===== src/pdoss_pkg.sv =====
// Constants, register map and state codes of the PLL divider and output source select block.
// Assumes one 100 MHz host clock; all users qualify names with the package scope.
package pdoss_pkg;

  // ************************************************************
  // Timing
  // ************************************************************
  localparam int CLK_PERIOD_NS = 10;
  // Length of one oscillator calibration pass
  localparam int CAL_TIME_NS = 20000;
  localparam int CAL_CYCLES = (CAL_TIME_NS + CLK_PERIOD_NS - 1) / CLK_PERIOD_NS;

  // ************************************************************
  // Host registers
  // ************************************************************
  localparam logic [7:0] REF_SELECT_ADDR = 8'h30;
  localparam logic [7:0] REF_PATH_ADDR = 8'h4e;
  localparam logic [7:0] REG_RESET = 8'h00;
  localparam int SELECT_MSB = 4;
  localparam int PATH_ENABLE_BIT = 5;
  localparam logic [4:0] SELECT_REF_ZERO = 5'h01;
  localparam logic [4:0] SELECT_REF_ONE = 5'h02;

  // ************************************************************
  // Source codes and divider limits
  // ************************************************************
  localparam logic [1:0] SRC_RESONATOR = 2'h0;
  localparam logic [1:0] SRC_LC_TANK = 2'h1;
  localparam logic [1:0] SRC_CRYSTAL = 2'h2;
  localparam logic [1:0] SRC_REFERENCE = 2'h3;
  localparam logic [32:0] DIV_BYPASS = 33'h1;
  localparam logic [3:0] RES_DIV_MAX = 4'h8;
  localparam logic [3:0] LC_DIV_MIN = 4'h2;
  localparam logic [3:0] LC_DIV_MAX = 4'hd;
  localparam int BANK_B_FIRST = 4;
  localparam int BANK_C_FIRST = 8;
  localparam int OUT_COUNT = 12;

  // ************************************************************
  // Synchroniser lanes
  // ************************************************************
  localparam int IDX_RES_VCO = 0;
  localparam int IDX_LC_VCO = 1;
  localparam int IDX_CRYSTAL = 2;
  localparam int IDX_REF_ZERO = 3;
  localparam int IDX_REF_ONE = 4;
  localparam int IDX_RES_LOCK = 5;
  localparam int SYNC_W = 7;

  typedef enum logic [4:0] {
    CAL_OFF = 5'b00001,
    CAL_WAIT_XO = 5'b00010,
    CAL_RUN = 5'b00100,
    CAL_WAIT_LOCK = 5'b01000,
    CAL_READY = 5'b10000
  } pdoss_cal_state_type;

endpackage


===== src/pdoss_top.sv =====
// Calibration sequencing, PLL dividers, digital loop and output source muxes.
// Assumes host controls come from REF_CLK logic; clocks and lock pins are asynchronous.
//
// Behaviour
// - Auto calibrate each PLL once crystal present
// - Mute selected outputs until PLL ready
// - Enable bit 0 to 1 recalibrates that PLL
// - Resonator post divider 2-8, optional half
// - Resonator post divider 1 bypasses
// - LC tank post divider 2 to 13
// - Sixteen-bit divider per reference input
// - Digitizer emits reference to feedback phase error
// - Loop filter steers analog numerator
// - Loop bandwidth programmable 10 mHz-4 kHz
// - 33-bit feedback prescaler
// - Feedback divides integer plus numerator/denominator
// - Sync event aligns output divider phases
// - Zero delay sync on outputs 0, 10
// - Private four-input selectors, three shared two-input
// - Selector choices per selector kind
// - Reference option needs select code, path enable
// - Fixed denominator with digital PLL active
module pdoss_top #(
  parameter int CAL_COUNT = pdoss_pkg::CAL_CYCLES
) (
  input wire logic REF_CLK,
  input wire logic RESET_N,
  input wire logic HOST_WRITE,
  input wire logic HOST_READ,
  input wire logic [7:0] HOST_ADDR,
  input wire logic [7:0] HOST_WRITE_DATA,
  output logic [7:0] HOST_READ_DATA,
  input wire logic RESONATOR_PLL_CLK,
  input wire logic LC_TANK_PLL_CLK,
  input wire logic CRYSTAL_REFERENCE_INPUT,
  input wire logic REFERENCE_INPUT_ZERO,
  input wire logic REFERENCE_INPUT_ONE,
  input wire logic RESONATOR_PLL_LOCK,
  input wire logic LC_TANK_PLL_LOCK,
  input wire logic CRYSTAL_PRESENT,
  input wire logic [1:0] ANALOG_PLL_ENABLE_BIT,
  output logic [1:0] CALIBRATING,
  output logic [1:0] PLL_READY,
  input wire logic [11:0] OUTPUT_MUTE_OPTION,
  output logic [11:0] OUTPUT_MUTE,
  input wire logic [3:0] RESONATOR_POST_DIVIDE,
  input wire logic RESONATOR_EXTRA_HALF,
  input wire logic [3:0] LC_TANK_POST_DIVIDE,
  input wire logic [15:0] REFERENCE_DIVIDE_ZERO,
  input wire logic [15:0] REFERENCE_DIVIDE_ONE,
  input wire logic DIGITIZER_REFERENCE_SELECT,
  input wire logic [32:0] FEEDBACK_PRESCALE,
  input wire logic [32:0] FEEDBACK_INTEGER,
  input wire logic [39:0] FEEDBACK_NUMERATOR,
  input wire logic [39:0] FEEDBACK_DENOMINATOR,
  output logic [15:0] PHASE_CORRECTION,
  output logic PHASE_CORRECTION_VALID,
  input wire logic DIGITAL_PLL_ACTIVE,
  input wire logic [3:0] LOOP_BANDWIDTH_CODE,
  input wire logic [39:0] NUMERATOR_BASE,
  input wire logic [23:0] PROGRAMMED_DENOMINATOR,
  output logic [39:0] ANALOG_NUMERATOR,
  output logic [23:0] ANALOG_DENOMINATOR,
  output logic ANALOG_DENOMINATOR_FIXED,
  input wire logic OUTPUT_SYNC_REQUEST,
  output logic DIVIDER_SYNC,
  input wire logic [1:0] ZERO_DELAY_ENABLE,
  input wire logic [15:0] ZERO_DELAY_OFFSET_OUT0,
  input wire logic [15:0] ZERO_DELAY_OFFSET_OUT10,
  output logic [1:0] ZERO_DELAY_SYNC,
  input wire logic [1:0] OUT0_SOURCE,
  input wire logic [1:0] OUT1_SOURCE,
  input wire logic [2:0] BANK_SOURCE,
  output logic [4:0] SOURCE_CLOCK
);

  // ************************************************************
  // Helpers
  // ************************************************************
  function automatic logic [32:0] div_step(input logic [32:0] cnt, input logic [32:0] lim);
    return ({1'b0, cnt} + 34'h1 >= {1'b0, lim}) ? 33'h0 : cnt + 33'h1;
  endfunction

  // Limit of one or zero passes the raw clock through
  function automatic logic div_level(input logic [32:0] cnt, input logic [32:0] lim,
                                     input logic raw);
    return (lim <= pdoss_pkg::DIV_BYPASS) ? raw : (cnt < (lim >> 1));
  endfunction

  function automatic logic src_ready(input logic [1:0] src, input logic [1:0] rdy);
    if (src == pdoss_pkg::SRC_RESONATOR) return rdy[0];
    if (src == pdoss_pkg::SRC_LC_TANK) return rdy[1];
    return 1'b1;
  endfunction

  function automatic int bank_of(input int k);
    return (k < pdoss_pkg::BANK_B_FIRST) ? 0 : ((k < pdoss_pkg::BANK_C_FIRST) ? 1 : 2);
  endfunction

  // ************************************************************
  // Input synchronisers
  // ************************************************************
  logic [pdoss_pkg::SYNC_W-1:0] sync_a;
  logic [pdoss_pkg::SYNC_W-1:0] sync_b;
  logic [pdoss_pkg::SYNC_W-1:0] sync_c;
  logic [pdoss_pkg::SYNC_W-1:0] rise;

  always_ff @(posedge REF_CLK or negedge RESET_N) begin
    if (!RESET_N) begin
      sync_a <= '0;
      sync_b <= '0;
      sync_c <= '0;
    end else begin
      sync_a <= {LC_TANK_PLL_LOCK, RESONATOR_PLL_LOCK, REFERENCE_INPUT_ONE,
                 REFERENCE_INPUT_ZERO, CRYSTAL_REFERENCE_INPUT, LC_TANK_PLL_CLK,
                 RESONATOR_PLL_CLK};
      sync_b <= sync_a;
      sync_c <= sync_b;
    end
  end

  assign rise = sync_b & ~sync_c;

  // ************************************************************
  // Host registers
  // ************************************************************
  logic [7:0] output_reference_select;
  logic [7:0] output_reference_path_enable;

  // New select codes act from the cycle after the write
  always_ff @(posedge REF_CLK or negedge RESET_N) begin
    if (!RESET_N) begin
      output_reference_select <= pdoss_pkg::REG_RESET;
      output_reference_path_enable <= pdoss_pkg::REG_RESET;
    end else if (HOST_WRITE) begin
      if (HOST_ADDR == pdoss_pkg::REF_SELECT_ADDR) output_reference_select <= HOST_WRITE_DATA;
      if (HOST_ADDR == pdoss_pkg::REF_PATH_ADDR) output_reference_path_enable <= HOST_WRITE_DATA;
    end
  end

  // Unmapped addresses read as zero
  always_ff @(posedge REF_CLK or negedge RESET_N) begin
    if (!RESET_N) HOST_READ_DATA <= '0;
    else if (HOST_READ && HOST_ADDR == pdoss_pkg::REF_SELECT_ADDR) begin
      HOST_READ_DATA <= output_reference_select;
    end else if (HOST_READ && HOST_ADDR == pdoss_pkg::REF_PATH_ADDR) begin
      HOST_READ_DATA <= output_reference_path_enable;
    end else HOST_READ_DATA <= '0;
  end

  // ************************************************************
  // Calibration sequencing
  // ************************************************************
  logic [1:0] ready;

  for (genvar i = 0; i < 2; i++) begin : g_cal
    pdoss_pkg::pdoss_cal_state_type state;
    logic en_q;
    logic [12:0] cal_cnt;
    logic lock;

    assign lock = sync_b[pdoss_pkg::IDX_RES_LOCK + i];

    always_ff @(posedge REF_CLK or negedge RESET_N) begin
      if (!RESET_N) en_q <= '0;
      else en_q <= ANALOG_PLL_ENABLE_BIT[i];
    end

    // Start-up pass waits for the crystal; only a 0 to 1 toggle restarts
    always_ff @(posedge REF_CLK or negedge RESET_N) begin
      if (!RESET_N) begin
        state <= pdoss_pkg::CAL_WAIT_XO;
        cal_cnt <= '0;
      end else if (!ANALOG_PLL_ENABLE_BIT[i]) begin
        state <= pdoss_pkg::CAL_OFF;
      end else if (!en_q) begin
        state <= pdoss_pkg::CAL_WAIT_XO;
      end else begin
        unique case (state)
          pdoss_pkg::CAL_OFF: state <= pdoss_pkg::CAL_OFF;
          pdoss_pkg::CAL_WAIT_XO: begin
            if (CRYSTAL_PRESENT) begin
              state <= pdoss_pkg::CAL_RUN;
              cal_cnt <= 13'(CAL_COUNT - 1);
            end
          end
          pdoss_pkg::CAL_RUN: begin
            if (cal_cnt == '0) state <= pdoss_pkg::CAL_WAIT_LOCK;
            else cal_cnt <= cal_cnt - 13'h1;
          end
          pdoss_pkg::CAL_WAIT_LOCK: begin
            if (lock) state <= pdoss_pkg::CAL_READY;
          end
          pdoss_pkg::CAL_READY: state <= pdoss_pkg::CAL_READY;
          default: state <= pdoss_pkg::CAL_OFF;
        endcase
      end
    end

    assign CALIBRATING[i] = (state == pdoss_pkg::CAL_RUN);
    assign ready[i] = (state == pdoss_pkg::CAL_READY);

  end

  assign PLL_READY = ready;

  // ************************************************************
  // Post dividers and sync
  // ************************************************************
  logic sync_q;
  logic sync_rise;
  logic [3:0] res_lim;
  logic [3:0] lc_lim;
  logic [32:0] res_cnt;
  logic [32:0] lc_cnt;
  logic res_div;
  logic res_div_q;
  logic res_half;
  logic res_post;
  logic lc_post;

  assign sync_rise = OUTPUT_SYNC_REQUEST & ~sync_q;
  assign res_lim = (RESONATOR_POST_DIVIDE > pdoss_pkg::RES_DIV_MAX) ?
                   pdoss_pkg::RES_DIV_MAX : RESONATOR_POST_DIVIDE;
  assign lc_lim = (LC_TANK_POST_DIVIDE < pdoss_pkg::LC_DIV_MIN) ? pdoss_pkg::LC_DIV_MIN :
                  ((LC_TANK_POST_DIVIDE > pdoss_pkg::LC_DIV_MAX) ?
                   pdoss_pkg::LC_DIV_MAX : LC_TANK_POST_DIVIDE);

  always_ff @(posedge REF_CLK or negedge RESET_N) begin
    if (!RESET_N) begin
      sync_q <= '0;
      DIVIDER_SYNC <= '0;
    end else begin
      sync_q <= OUTPUT_SYNC_REQUEST;
      DIVIDER_SYNC <= sync_rise;
    end
  end

  // Sync clears every post-divider phase so all banks restart together
  always_ff @(posedge REF_CLK or negedge RESET_N) begin
    if (!RESET_N) begin
      res_cnt <= '0;
      res_div <= '0;
      res_div_q <= '0;
      res_half <= '0;
    end else begin
      if (sync_rise) res_cnt <= '0;
      else if (rise[pdoss_pkg::IDX_RES_VCO]) res_cnt <= div_step(res_cnt, 33'(res_lim));
      res_div <= div_level(res_cnt, 33'(res_lim), sync_b[pdoss_pkg::IDX_RES_VCO]);
      res_div_q <= res_div;
      if (sync_rise) res_half <= '0;
      else if (res_div && !res_div_q) res_half <= ~res_half;
    end
  end

  assign res_post = RESONATOR_EXTRA_HALF ? res_half : res_div;

  always_ff @(posedge REF_CLK or negedge RESET_N) begin
    if (!RESET_N) begin
      lc_cnt <= '0;
      lc_post <= '0;
    end else begin
      if (sync_rise) lc_cnt <= '0;
      else if (rise[pdoss_pkg::IDX_LC_VCO]) lc_cnt <= div_step(lc_cnt, 33'(lc_lim));
      lc_post <= div_level(lc_cnt, 33'(lc_lim), sync_b[pdoss_pkg::IDX_LC_VCO]);
    end
  end

  // ************************************************************
  // Reference dividers
  // ************************************************************
  logic [32:0] ref_cnt [2];
  logic [1:0] ref_div;
  logic [1:0] ref_div_q;
  logic [15:0] ref_lim [2];
  logic sel_rise;

  assign ref_lim[0] = REFERENCE_DIVIDE_ZERO;
  assign ref_lim[1] = REFERENCE_DIVIDE_ONE;

  for (genvar r = 0; r < 2; r++) begin : g_ref
    always_ff @(posedge REF_CLK or negedge RESET_N) begin
      if (!RESET_N) begin
        ref_cnt[r] <= '0;
        ref_div[r] <= '0;
        ref_div_q[r] <= '0;
      end else begin
        if (rise[pdoss_pkg::IDX_REF_ZERO + r]) ref_cnt[r] <= div_step(ref_cnt[r], 33'(ref_lim[r]));
        ref_div[r] <= div_level(ref_cnt[r], 33'(ref_lim[r]), sync_b[pdoss_pkg::IDX_REF_ZERO + r]);
        ref_div_q[r] <= ref_div[r];
      end
    end
  end

  assign sel_rise = ref_div[DIGITIZER_REFERENCE_SELECT] & ~ref_div_q[DIGITIZER_REFERENCE_SELECT];

  // ************************************************************
  // Feedback path
  // ************************************************************
  logic [32:0] pre_cnt;
  logic [32:0] fb_cnt;
  logic [32:0] next_fb_cnt;
  logic [39:0] frac_acc;
  logic [40:0] frac_sum;
  logic carry;
  logic pre_wrap;
  logic fb_edge;

  assign pre_wrap = rise[pdoss_pkg::IDX_RES_VCO] && (div_step(pre_cnt, FEEDBACK_PRESCALE) == '0);
  assign next_fb_cnt = div_step(fb_cnt, FEEDBACK_INTEGER + 33'(carry));
  assign frac_sum = {1'b0, frac_acc} + {1'b0, FEEDBACK_NUMERATOR};

  always_ff @(posedge REF_CLK or negedge RESET_N) begin
    if (!RESET_N) begin
      pre_cnt <= '0;
      fb_cnt <= '0;
      frac_acc <= '0;
      carry <= '0;
      fb_edge <= '0;
    end else begin
      if (rise[pdoss_pkg::IDX_RES_VCO]) pre_cnt <= div_step(pre_cnt, FEEDBACK_PRESCALE);
      fb_edge <= pre_wrap && (next_fb_cnt == '0);
      if (pre_wrap) begin
        fb_cnt <= next_fb_cnt;
        if (next_fb_cnt == '0) begin
          // Carry adds one count to the next period
          if (frac_sum >= {1'b0, FEEDBACK_DENOMINATOR}) begin
            frac_acc <= 40'(frac_sum - {1'b0, FEEDBACK_DENOMINATOR});
            carry <= 1'b1;
          end else begin
            frac_acc <= frac_sum[39:0];
            carry <= 1'b0;
          end
        end
      end
    end
  end

  // ************************************************************
  // Phase digitizer and loop filter
  // ************************************************************
  logic [15:0] stamp;
  logic [15:0] ref_stamp;
  logic [39:0] integ;
  logic [39:0] gain;

  // Word wraps; phase errors beyond half the stamp range alias
  always_ff @(posedge REF_CLK or negedge RESET_N) begin
    if (!RESET_N) begin
      stamp <= '0;
      ref_stamp <= '0;
      PHASE_CORRECTION <= '0;
      PHASE_CORRECTION_VALID <= '0;
    end else begin
      stamp <= stamp + 16'h1;
      if (sel_rise) ref_stamp <= stamp;
      if (fb_edge) PHASE_CORRECTION <= stamp - ref_stamp;
      PHASE_CORRECTION_VALID <= fb_edge;
    end
  end

  // Larger code gives more gain, so a wider bandwidth
  assign gain = {{24{PHASE_CORRECTION[15]}}, PHASE_CORRECTION} << LOOP_BANDWIDTH_CODE;

  always_ff @(posedge REF_CLK or negedge RESET_N) begin
    if (!RESET_N) begin
      integ <= '0;
      ANALOG_NUMERATOR <= '0;
    end else if (!DIGITAL_PLL_ACTIVE) begin
      integ <= '0;
      ANALOG_NUMERATOR <= NUMERATOR_BASE;
    end else if (PHASE_CORRECTION_VALID) begin
      integ <= integ + gain;
      ANALOG_NUMERATOR <= NUMERATOR_BASE + integ + gain;
    end
  end

  always_ff @(posedge REF_CLK or negedge RESET_N) begin
    if (!RESET_N) begin
      ANALOG_DENOMINATOR_FIXED <= '0;
      ANALOG_DENOMINATOR <= '0;
    end else begin
      ANALOG_DENOMINATOR_FIXED <= DIGITAL_PLL_ACTIVE;
      ANALOG_DENOMINATOR <= DIGITAL_PLL_ACTIVE ? '0 : PROGRAMMED_DENOMINATOR;
    end
  end

  // ************************************************************
  // Zero delay alignment
  // ************************************************************
  logic [15:0] zoff [2];
  logic [15:0] zcnt [2];
  logic [1:0] zarm;

  assign zoff[0] = ZERO_DELAY_OFFSET_OUT0;
  assign zoff[1] = ZERO_DELAY_OFFSET_OUT10;

  for (genvar z = 0; z < 2; z++) begin : g_zdly
    always_ff @(posedge REF_CLK or negedge RESET_N) begin
      if (!RESET_N) begin
        zcnt[z] <= '0;
        zarm[z] <= '0;
        ZERO_DELAY_SYNC[z] <= '0;
      end else begin
        ZERO_DELAY_SYNC[z] <= zarm[z] && (zcnt[z] == '0);
        if (ZERO_DELAY_ENABLE[z] && sel_rise) begin
          zcnt[z] <= zoff[z];
          zarm[z] <= 1'b1;
        end else if (zarm[z]) begin
          if (zcnt[z] == '0) zarm[z] <= 1'b0;
          else zcnt[z] <= zcnt[z] - 16'h1;
        end
      end
    end
  end

  // ************************************************************
  // Output source muxes and mute
  // ************************************************************
  logic ref_opt;

  always_comb begin
    ref_opt = 1'b0;
    if (output_reference_path_enable[pdoss_pkg::PATH_ENABLE_BIT]) begin
      if (output_reference_select[pdoss_pkg::SELECT_MSB:0] == pdoss_pkg::SELECT_REF_ZERO) begin
        ref_opt = sync_b[pdoss_pkg::IDX_REF_ZERO];
      end else if (output_reference_select[pdoss_pkg::SELECT_MSB:0] == pdoss_pkg::SELECT_REF_ONE) begin
        ref_opt = sync_b[pdoss_pkg::IDX_REF_ONE];
      end
    end
  end

  function automatic logic pick(input logic [1:0] src, input logic res, input logic lc,
                                input logic xo, input logic rf);
    unique case (src)
      pdoss_pkg::SRC_RESONATOR: return res;
      pdoss_pkg::SRC_LC_TANK: return lc;
      pdoss_pkg::SRC_CRYSTAL: return xo;
      pdoss_pkg::SRC_REFERENCE: return rf;
    endcase
  endfunction

  always_ff @(posedge REF_CLK or negedge RESET_N) begin
    if (!RESET_N) SOURCE_CLOCK <= '0;
    else begin
      SOURCE_CLOCK[0] <= pick(OUT0_SOURCE, res_post, lc_post,
                              sync_b[pdoss_pkg::IDX_CRYSTAL], ref_opt);
      SOURCE_CLOCK[1] <= pick(OUT1_SOURCE, res_post, lc_post,
                              sync_b[pdoss_pkg::IDX_CRYSTAL], ref_opt);
      for (int b = 0; b < 3; b++) SOURCE_CLOCK[2 + b] <= BANK_SOURCE[b] ? lc_post : res_post;
    end
  end

  always_ff @(posedge REF_CLK or negedge RESET_N) begin
    if (!RESET_N) OUTPUT_MUTE <= '0;
    else begin
      OUTPUT_MUTE[0] <= OUTPUT_MUTE_OPTION[0] & ~src_ready(OUT0_SOURCE, ready);
      OUTPUT_MUTE[1] <= OUTPUT_MUTE_OPTION[1] & ~src_ready(OUT1_SOURCE, ready);
      for (int k = 2; k < pdoss_pkg::OUT_COUNT; k++) begin
        OUTPUT_MUTE[k] <= OUTPUT_MUTE_OPTION[k] & ~src_ready({1'b0, BANK_SOURCE[bank_of(k)]}, ready);
      end
    end
  end
endmodule // pdoss_top


===== config.mk =====
export PLATFORM = sky130hd
export DESIGN_NAME = pdoss_top
export DESIGN_NICKNAME = d
export VERILOG_FILES = /design/src/pdoss_pkg.sv /design/src/pdoss_top.sv
export SDC_FILE = /design/constraint.sdc
export NUM_CORES = 2
export LEC_CHECK = 0
export ABC_AREA = 1
export BUFFER_PORTS_ARGS = -buffer_cell sky130_fd_sc_hd__clkbuf_2
export CORE_MARGIN = 5
export CORE_UTILIZATION = 46
export DETAILED_ROUTE_END_ITERATION = 16
export GPL_ROUTABILITY_DRIVEN = 0
export PLACE_DENSITY = 0.75
export SETUP_SLACK_MARGIN = 0.15
export SYNTH_ARGS = -nofsm -noshare
export SYNTH_HDL_FRONTEND = slang
export SYNTH_SLANG_ARGS = --single-unit

===== constraint.sdc =====
create_clock -name REF_CLK -period 9.65 [get_ports REF_CLK]
set_input_delay 0.965 -clock REF_CLK [delete_from_list [all_inputs] [get_ports REF_CLK]]
set_output_delay 0.965 -clock REF_CLK [all_outputs]
set_load 0.01 [all_outputs]

## After elaboration in Yosys (flattened, before gate mapping)

Index checks and enable logic that the tools add are counted.

- $add $sub $neg: 24
- Order comparisons: 19
- Eq/ne operators: 31
- Shift-type cells: 1
- Muxes and demuxes: 92
- Bitwise logic cells: 24
- Reductions and logical operators: 34

Operators by type and width:

| cell | count |
|---|---|
| $mux W33 | 10 |
| $add A33 B1 Y34 const B | 6 |
| $mux W40 | 5 |
| $add A33 B1 Y33 const B | 6 |
| $add A40 B40 Y40 | 3 |
| $mux W16 | 6 |
| $ge A34 B16 Y1 | 2 |
| $ge A34 B33 Y1 | 2 |
| $ge A34 B4 Y1 | 2 |
| $logic_not A33 Y1 | 2 |
| $lt A33 B15 Y1 | 2 |
| $lt A33 B3 Y1 | 2 |
| $pmux W13 S2 | 2 |
| $mux W1 | 47 |
| $mux W5 | 9 |
| $add A40 B40 Y41 | 1 |
| $ge A41 B40 Y1 | 1 |
| $pmux W5 S4 | 2 |
| $shl A40 B4 Y40 | 1 |
| $sub A40 B40 Y40 | 1 |
| $mux W13 | 3 |
| $add A33 B1 Y33 | 1 |
| $le A16 B1 Y1 const B | 2 |
| $logic_not A16 Y1 | 2 |
| 37 further kinds | 105 |

- Register bits: 538

## Logic depth before layout (Yosys ltp)

- Word-level depth: 7
- Mapped depth: 34

## Worst setup path before layout

OpenSTA, ideal clock, no wires.

- Path kind: input to register
- Start: input port FEEDBACK_INTEGER[0]
- End: register frac_acc[10]
- Setup time: 0.116 ns
- Data arrival time: 4.626 ns
- Slack: 4.907 ns
- Cell stages on the path: 32
- Cells stage by stage: ha_1 > ha_1 > nand3_1 > nor3b_1 > nand2_1 > nor3_1 > nand4_1 > nor3_1 > nand4_1 > nor3_1 > nand2_1 > xnor2_1 > inv_1 > ha_1 > inv_1 > nor2_1 > and2_1 > nand2_1 > nor2_1 > nand2_1 > inv_1 > nor2_2 > buf_2 > nand2_1 > inv_2 > nor2_1 > nand4_1 > nor2_4 > nand2_4 > buf_4 > nand2_1 > nand2_1

- Cells in the longest elaborated chain, start to end: 5

RTL lines:

| element | RTL line | source |
|---|---|---|
| start, declared | pdoss_top.sv:53 | `input wire logic [32:0] FEEDBACK_INTEGER,` |
| $add A33 B1 Y33 | pdoss_top.sv:310 | `assign next_fb_cnt = div_step(fb_cnt, FEEDBACK_INTEGER + 33'(carry));` |
| $ge A34 B33 Y1 | pdoss_top.sv:81 | `return ({1'b0, cnt} + 34'h1 >= {1'b0, lim}) ? 33'h0 : cnt + 33'h1;` |
| $mux W33 | pdoss_top.sv:81 |  |
| $logic_not A33 Y1 | pdoss_top.sv:325 | `if (next_fb_cnt == '0) begin` |
| $reduce_and A2 Y1 (no source line) | -- |  |
| end signal, assigned | pdoss_top.sv:328 | `frac_acc <= 40'(frac_sum - {1'b0, FEEDBACK_DENOMINATOR});` |
| end signal, assigned | pdoss_top.sv:331 | `frac_acc <= frac_sum[39:0];` |
| end, declared | pdoss_top.sv:303 | `logic [39:0] frac_acc;` |

No other way between the ends.
A chain may end at the register's enable or synchronous reset.

## Worst setup path after layout

- Start: input port FEEDBACK_INTEGER[0]
- End: register frac_acc[39]

Same word-level chain as after synthesis.

==> results.txt <==
After detailed routing, the average wire length per cell comes to 16.1 µm. The worst-case clock buffer depth is 3, and the depth of the worst register-to-register path is 33. For the final standard cell area without fillers, the log shows 0.0500 mm². After clock tree synthesis, the clock-pin slew on the worst setup and hold paths is 0.06 ns. The tools report the number of antenna violations at the first check in global routing as 16.

Counting every net in the synthesized netlist gives 7075. The tools report the worst endpoint data arrival time as 6.25 ns. Setup violations remaining at the end of the flow were counted as 0. Final hold analysis gives a worst-case slack of 0.315 ns. Input and output buffers added on the ports amount to 454. The tools report the highest clock frequency the design can meet as 174 MHz.

The number of clock sinks seen by CTS came out at 537. The share of layout cells above drive strength 1 works out to 10.4%. The cell repeated most along the worst path is nand2_1.

Cell internal power was estimated by the tool at 0.00500 W. The worst setup path startpoint was FEEDBACK_INTEGER[0]. In this run the worst path has a maximum fanout of 49.

The multi-input combinational cells in the finished layout cover a total of 0.0267 mm². For the TritonCTS buffer count, the log shows 66. The overall routing resource usage came out at 24.8%.

The count of cells in the finished layout, fillers not included, comes to 8121. Dividing the final minimum period by the clock period gives 59.5%. The tools report the post-cts gate resize count as 0.

After the first detailed-routing iteration, the DRC count stood at 3593. Net switching is 37.2% of the power. After synthesis the netlist holds a flip-flop and latch count of 537. TritonCTS built the clock tree.

The run finished with clean final reports. The H-tree depth was 3; the proportion of power drawn by the clock network was 33.8%. The floorplan has 113 rows. Clock root buffer: clkbuf_16. The launch instance of the worst register-to-register path is carry. The startpoint class of the critical path is a primary input. In this run the tightest slew margin relative to its limit is 20.5%. Largest net degree at the start of global routing: 149. The slowest stage of the critical path belongs to the cell nor3b_1.

The tools report the wire length of the first global-routing pass as 212000 µm. The tools report the endpoint class of the critical path as a register. The routed via count divided by cell count came out at 5.43. In the synthesized netlist the dominant register cell turns out to be dfrtp_1. Via count of the first global-routing pass: 42285. For this run, design rule violations remaining after detail routing come to 0. The setup path with the least slack is of type in2reg.

The number of distinct standard cells referenced by the synthesized netlist came out at 72. Max-cap violations in this run came to 0. The run gives 31.9% as the combinational power share.

The path type of the worst min-delay path is in2async. Die outline height: 320 µm. The number of hold-slack violations in the final timing report is 0, and the count of buffers added by post-CTS timing repair for setup is 0. The power density over the cells was 159 mW/mm².

The max-slew violation total from the final report is 0. For the later-pin clock latency in the skew report, the log shows 0.65 ns. The final route contains 44090 vias. Global routing finished with a remaining overflow of 0. The most common cell after layout, fill and taps aside was nand2_1.

The total standard cell area after synthesis was 0.0442 mm²; the starting density of the core was 46.4%. After synthesis, the mean cell area works out to 6.94 µm². The final layout contains 7501 nets. From left edge to right edge, the die measures 320 µm. The final critical-path required period is 5.74 ns.

The tools report the number of placed instances, taps included as 7990. In the layout the commonest cells are nand2_1 (1508), inv_1 (912), nor2_1 (714). The analysis attributes to cell leakage a power of 25.7 nW. The logs give 10.16 ns for the required time at the endpoint of the critical path and 0.0371 ns for the clock skew after layout. Compared with the post-synthesis result, the final layout area differs by 13.3%.

The sequential cell area in the final layout is 0.0134 mm², and the die area is 0.102 mm². The tools report the number of nets with antenna violations after routing as 0. Per report_power, the sequential group accounts for 34.3% of the total. Counting flops with an async set or reset pin after synthesis yields a share of 100%. The synthesized design contains 0 enable-type register cells. In this design, the stage delay of the slowest critical-path cell is 0.46 ns. Summing all placed instances gives a cell area of 0.0477 mm². Setup repair after global routing left no endpoint under its margin. After routing, the total negative slack on setup checks comes to 0 ns. For this block, the routed nets add up to 131000 µm of wire.

The first detailed-routing pass ran for 7 iterations. The core region is 0.0952 mm². For this run, the number of Yosys warnings is 0.

Across the VDD grid, the largest voltage drop is 0.142 mV. 455 I/O pins were placed. The HPWL after detailed placement is 103000 µm.

The filler cells instantiated in the layout total 9283. The share of the Yosys chip area taken by registers is 30.4%. After technology mapping, the gate count stands at 6367. For this design the total switching power over the nets is 0.00296 W.

For the pin with the worst max-slew slack, the measured transition is 1.19 ns. For this design, the CTS-stage hold fixing added 0 buffers.
-- per-layer routing --
layer	GRT usage [%]	part of all wire, %	up-vias
met5	0	0.0099	-
met4	10.3	4.5	2
met3	3.82	7.1	345
met2	41.2	46	1693
met1	32.3	42	20327
li1	-	-	21723
-- flip-flops by register name (all words and copies together) (netlist names), 8 cells and up --
| register | flops |
|---|---|
| lc_cnt | 33 |
| fb_cnt | 33 |
| pre_cnt | 33 |
| ref_cnt | 66 |
| ANALOG_NUMERATOR | 40 |
| frac_acc | 40 |
| g_cal.cal_cnt | 26 |
| zcnt | 32 |
| ref_stamp | 16 |
| PHASE_CORRECTION | 16 |
| res_cnt | 33 |
| g_cal.state | 10 |
| ANALOG_DENOMINATOR | 24 |
| OUTPUT_MUTE | 12 |
| integ | 40 |
| output_reference_path_enable | 8 |
| HOST_READ_DATA | 8 |
| output_reference_select | 8 |
| stamp | 16 |
-- power by group through the flow --
stage	Combinational (W)	Sequential, W	Clock, W
floorplan	0.00178	0.00272	0
global placement	0.00244	0.00275	0
detailed placement	0.00250	0.00276	0
CTS	0.00251	0.00272	0.00278
global route	0.00286	0.00276	0.00287
finish	0.00254	0.00273	0.00269
-- Yosys cell counts, types with 75 or more instances --
master,count,area share [%]
nand2_1,1508,13
inv_1,912,7.7
nor2_1,717,6.1
dfrtp_1,535,30
o21ai_0,485,5.5
nand3_1,351,4.0
ha_1,323,9.1
a21oi_1,291,3.3
xor2_1,222,4.4
nor3_1,143,1.6
nand4_1,115,1.6
xnor2_1,86,1.7
a31oi_1,78,1.1
nor4_1,75,1.1
-- final cells by class --
class,instances,share of cell area [%]
multi-input cells,4783,53.3
flip-flops and latches,537,26.9
inverters,930,6.98
repair buffers,475,4.93
clock buffers,81,3.59
well taps,1265,3.16
clock inverters,36,1.08
diodes,14,0.0700
-- cells by family after synthesis --
logic type	Yosys count	share of synthesized area, %
muxes	3	0.0708
xor gates and xnor gates	308	6.11
and+or+nand+nor	3033	29.5
DFF	537	30.4
AOI/OAI and AO/OA	1072	13.6
adders and majority gates	367	11.1
buffers and inverters	1047	9.21
-- worst max-delay path: cells and delay by family --
family                     cells  cell delay, ns
AOI/OAI and AO/OA              1            0.14
xor gates and xnor gates       1            0.16
adders and majority gates      3            0.60
buffers and inverters          4            0.86
and+or+nand+nor               25            3.48
-- worst paths after layout --
check / to / slack, ns
worst min-delay path: PHASE_CORRECTION[3] / 0.32
worst min register to register: sync_b[6] / 0.35
min in group REF_CLK: sync_b[6] / 0.35
max in group asynchronous: lc_cnt[16] / 7.15
worst max-delay path: frac_acc[39] / 3.91
worst max register to register: frac_acc[39] / 3.93
-- stage by stage --
| stage | setup slack [ns] | power (W) | utilization [%] |
|---|---|---|---|
| after detailed placement | 3.36 | 0.00525 | 50.1 |
| after CTS | 4.00 | 0.00801 | 52.6 |
| after global routing | 3.32 | 0.00848 | 52.6 |
| final | 3.91 | 0.00796 | 52.6 |
| after global placement | 3.48 | 0.00519 | 50.1 |
| after floorplan | 4.91 | 0.00449 | - |
No activity file was read; power rests on OpenSTA's default activity.
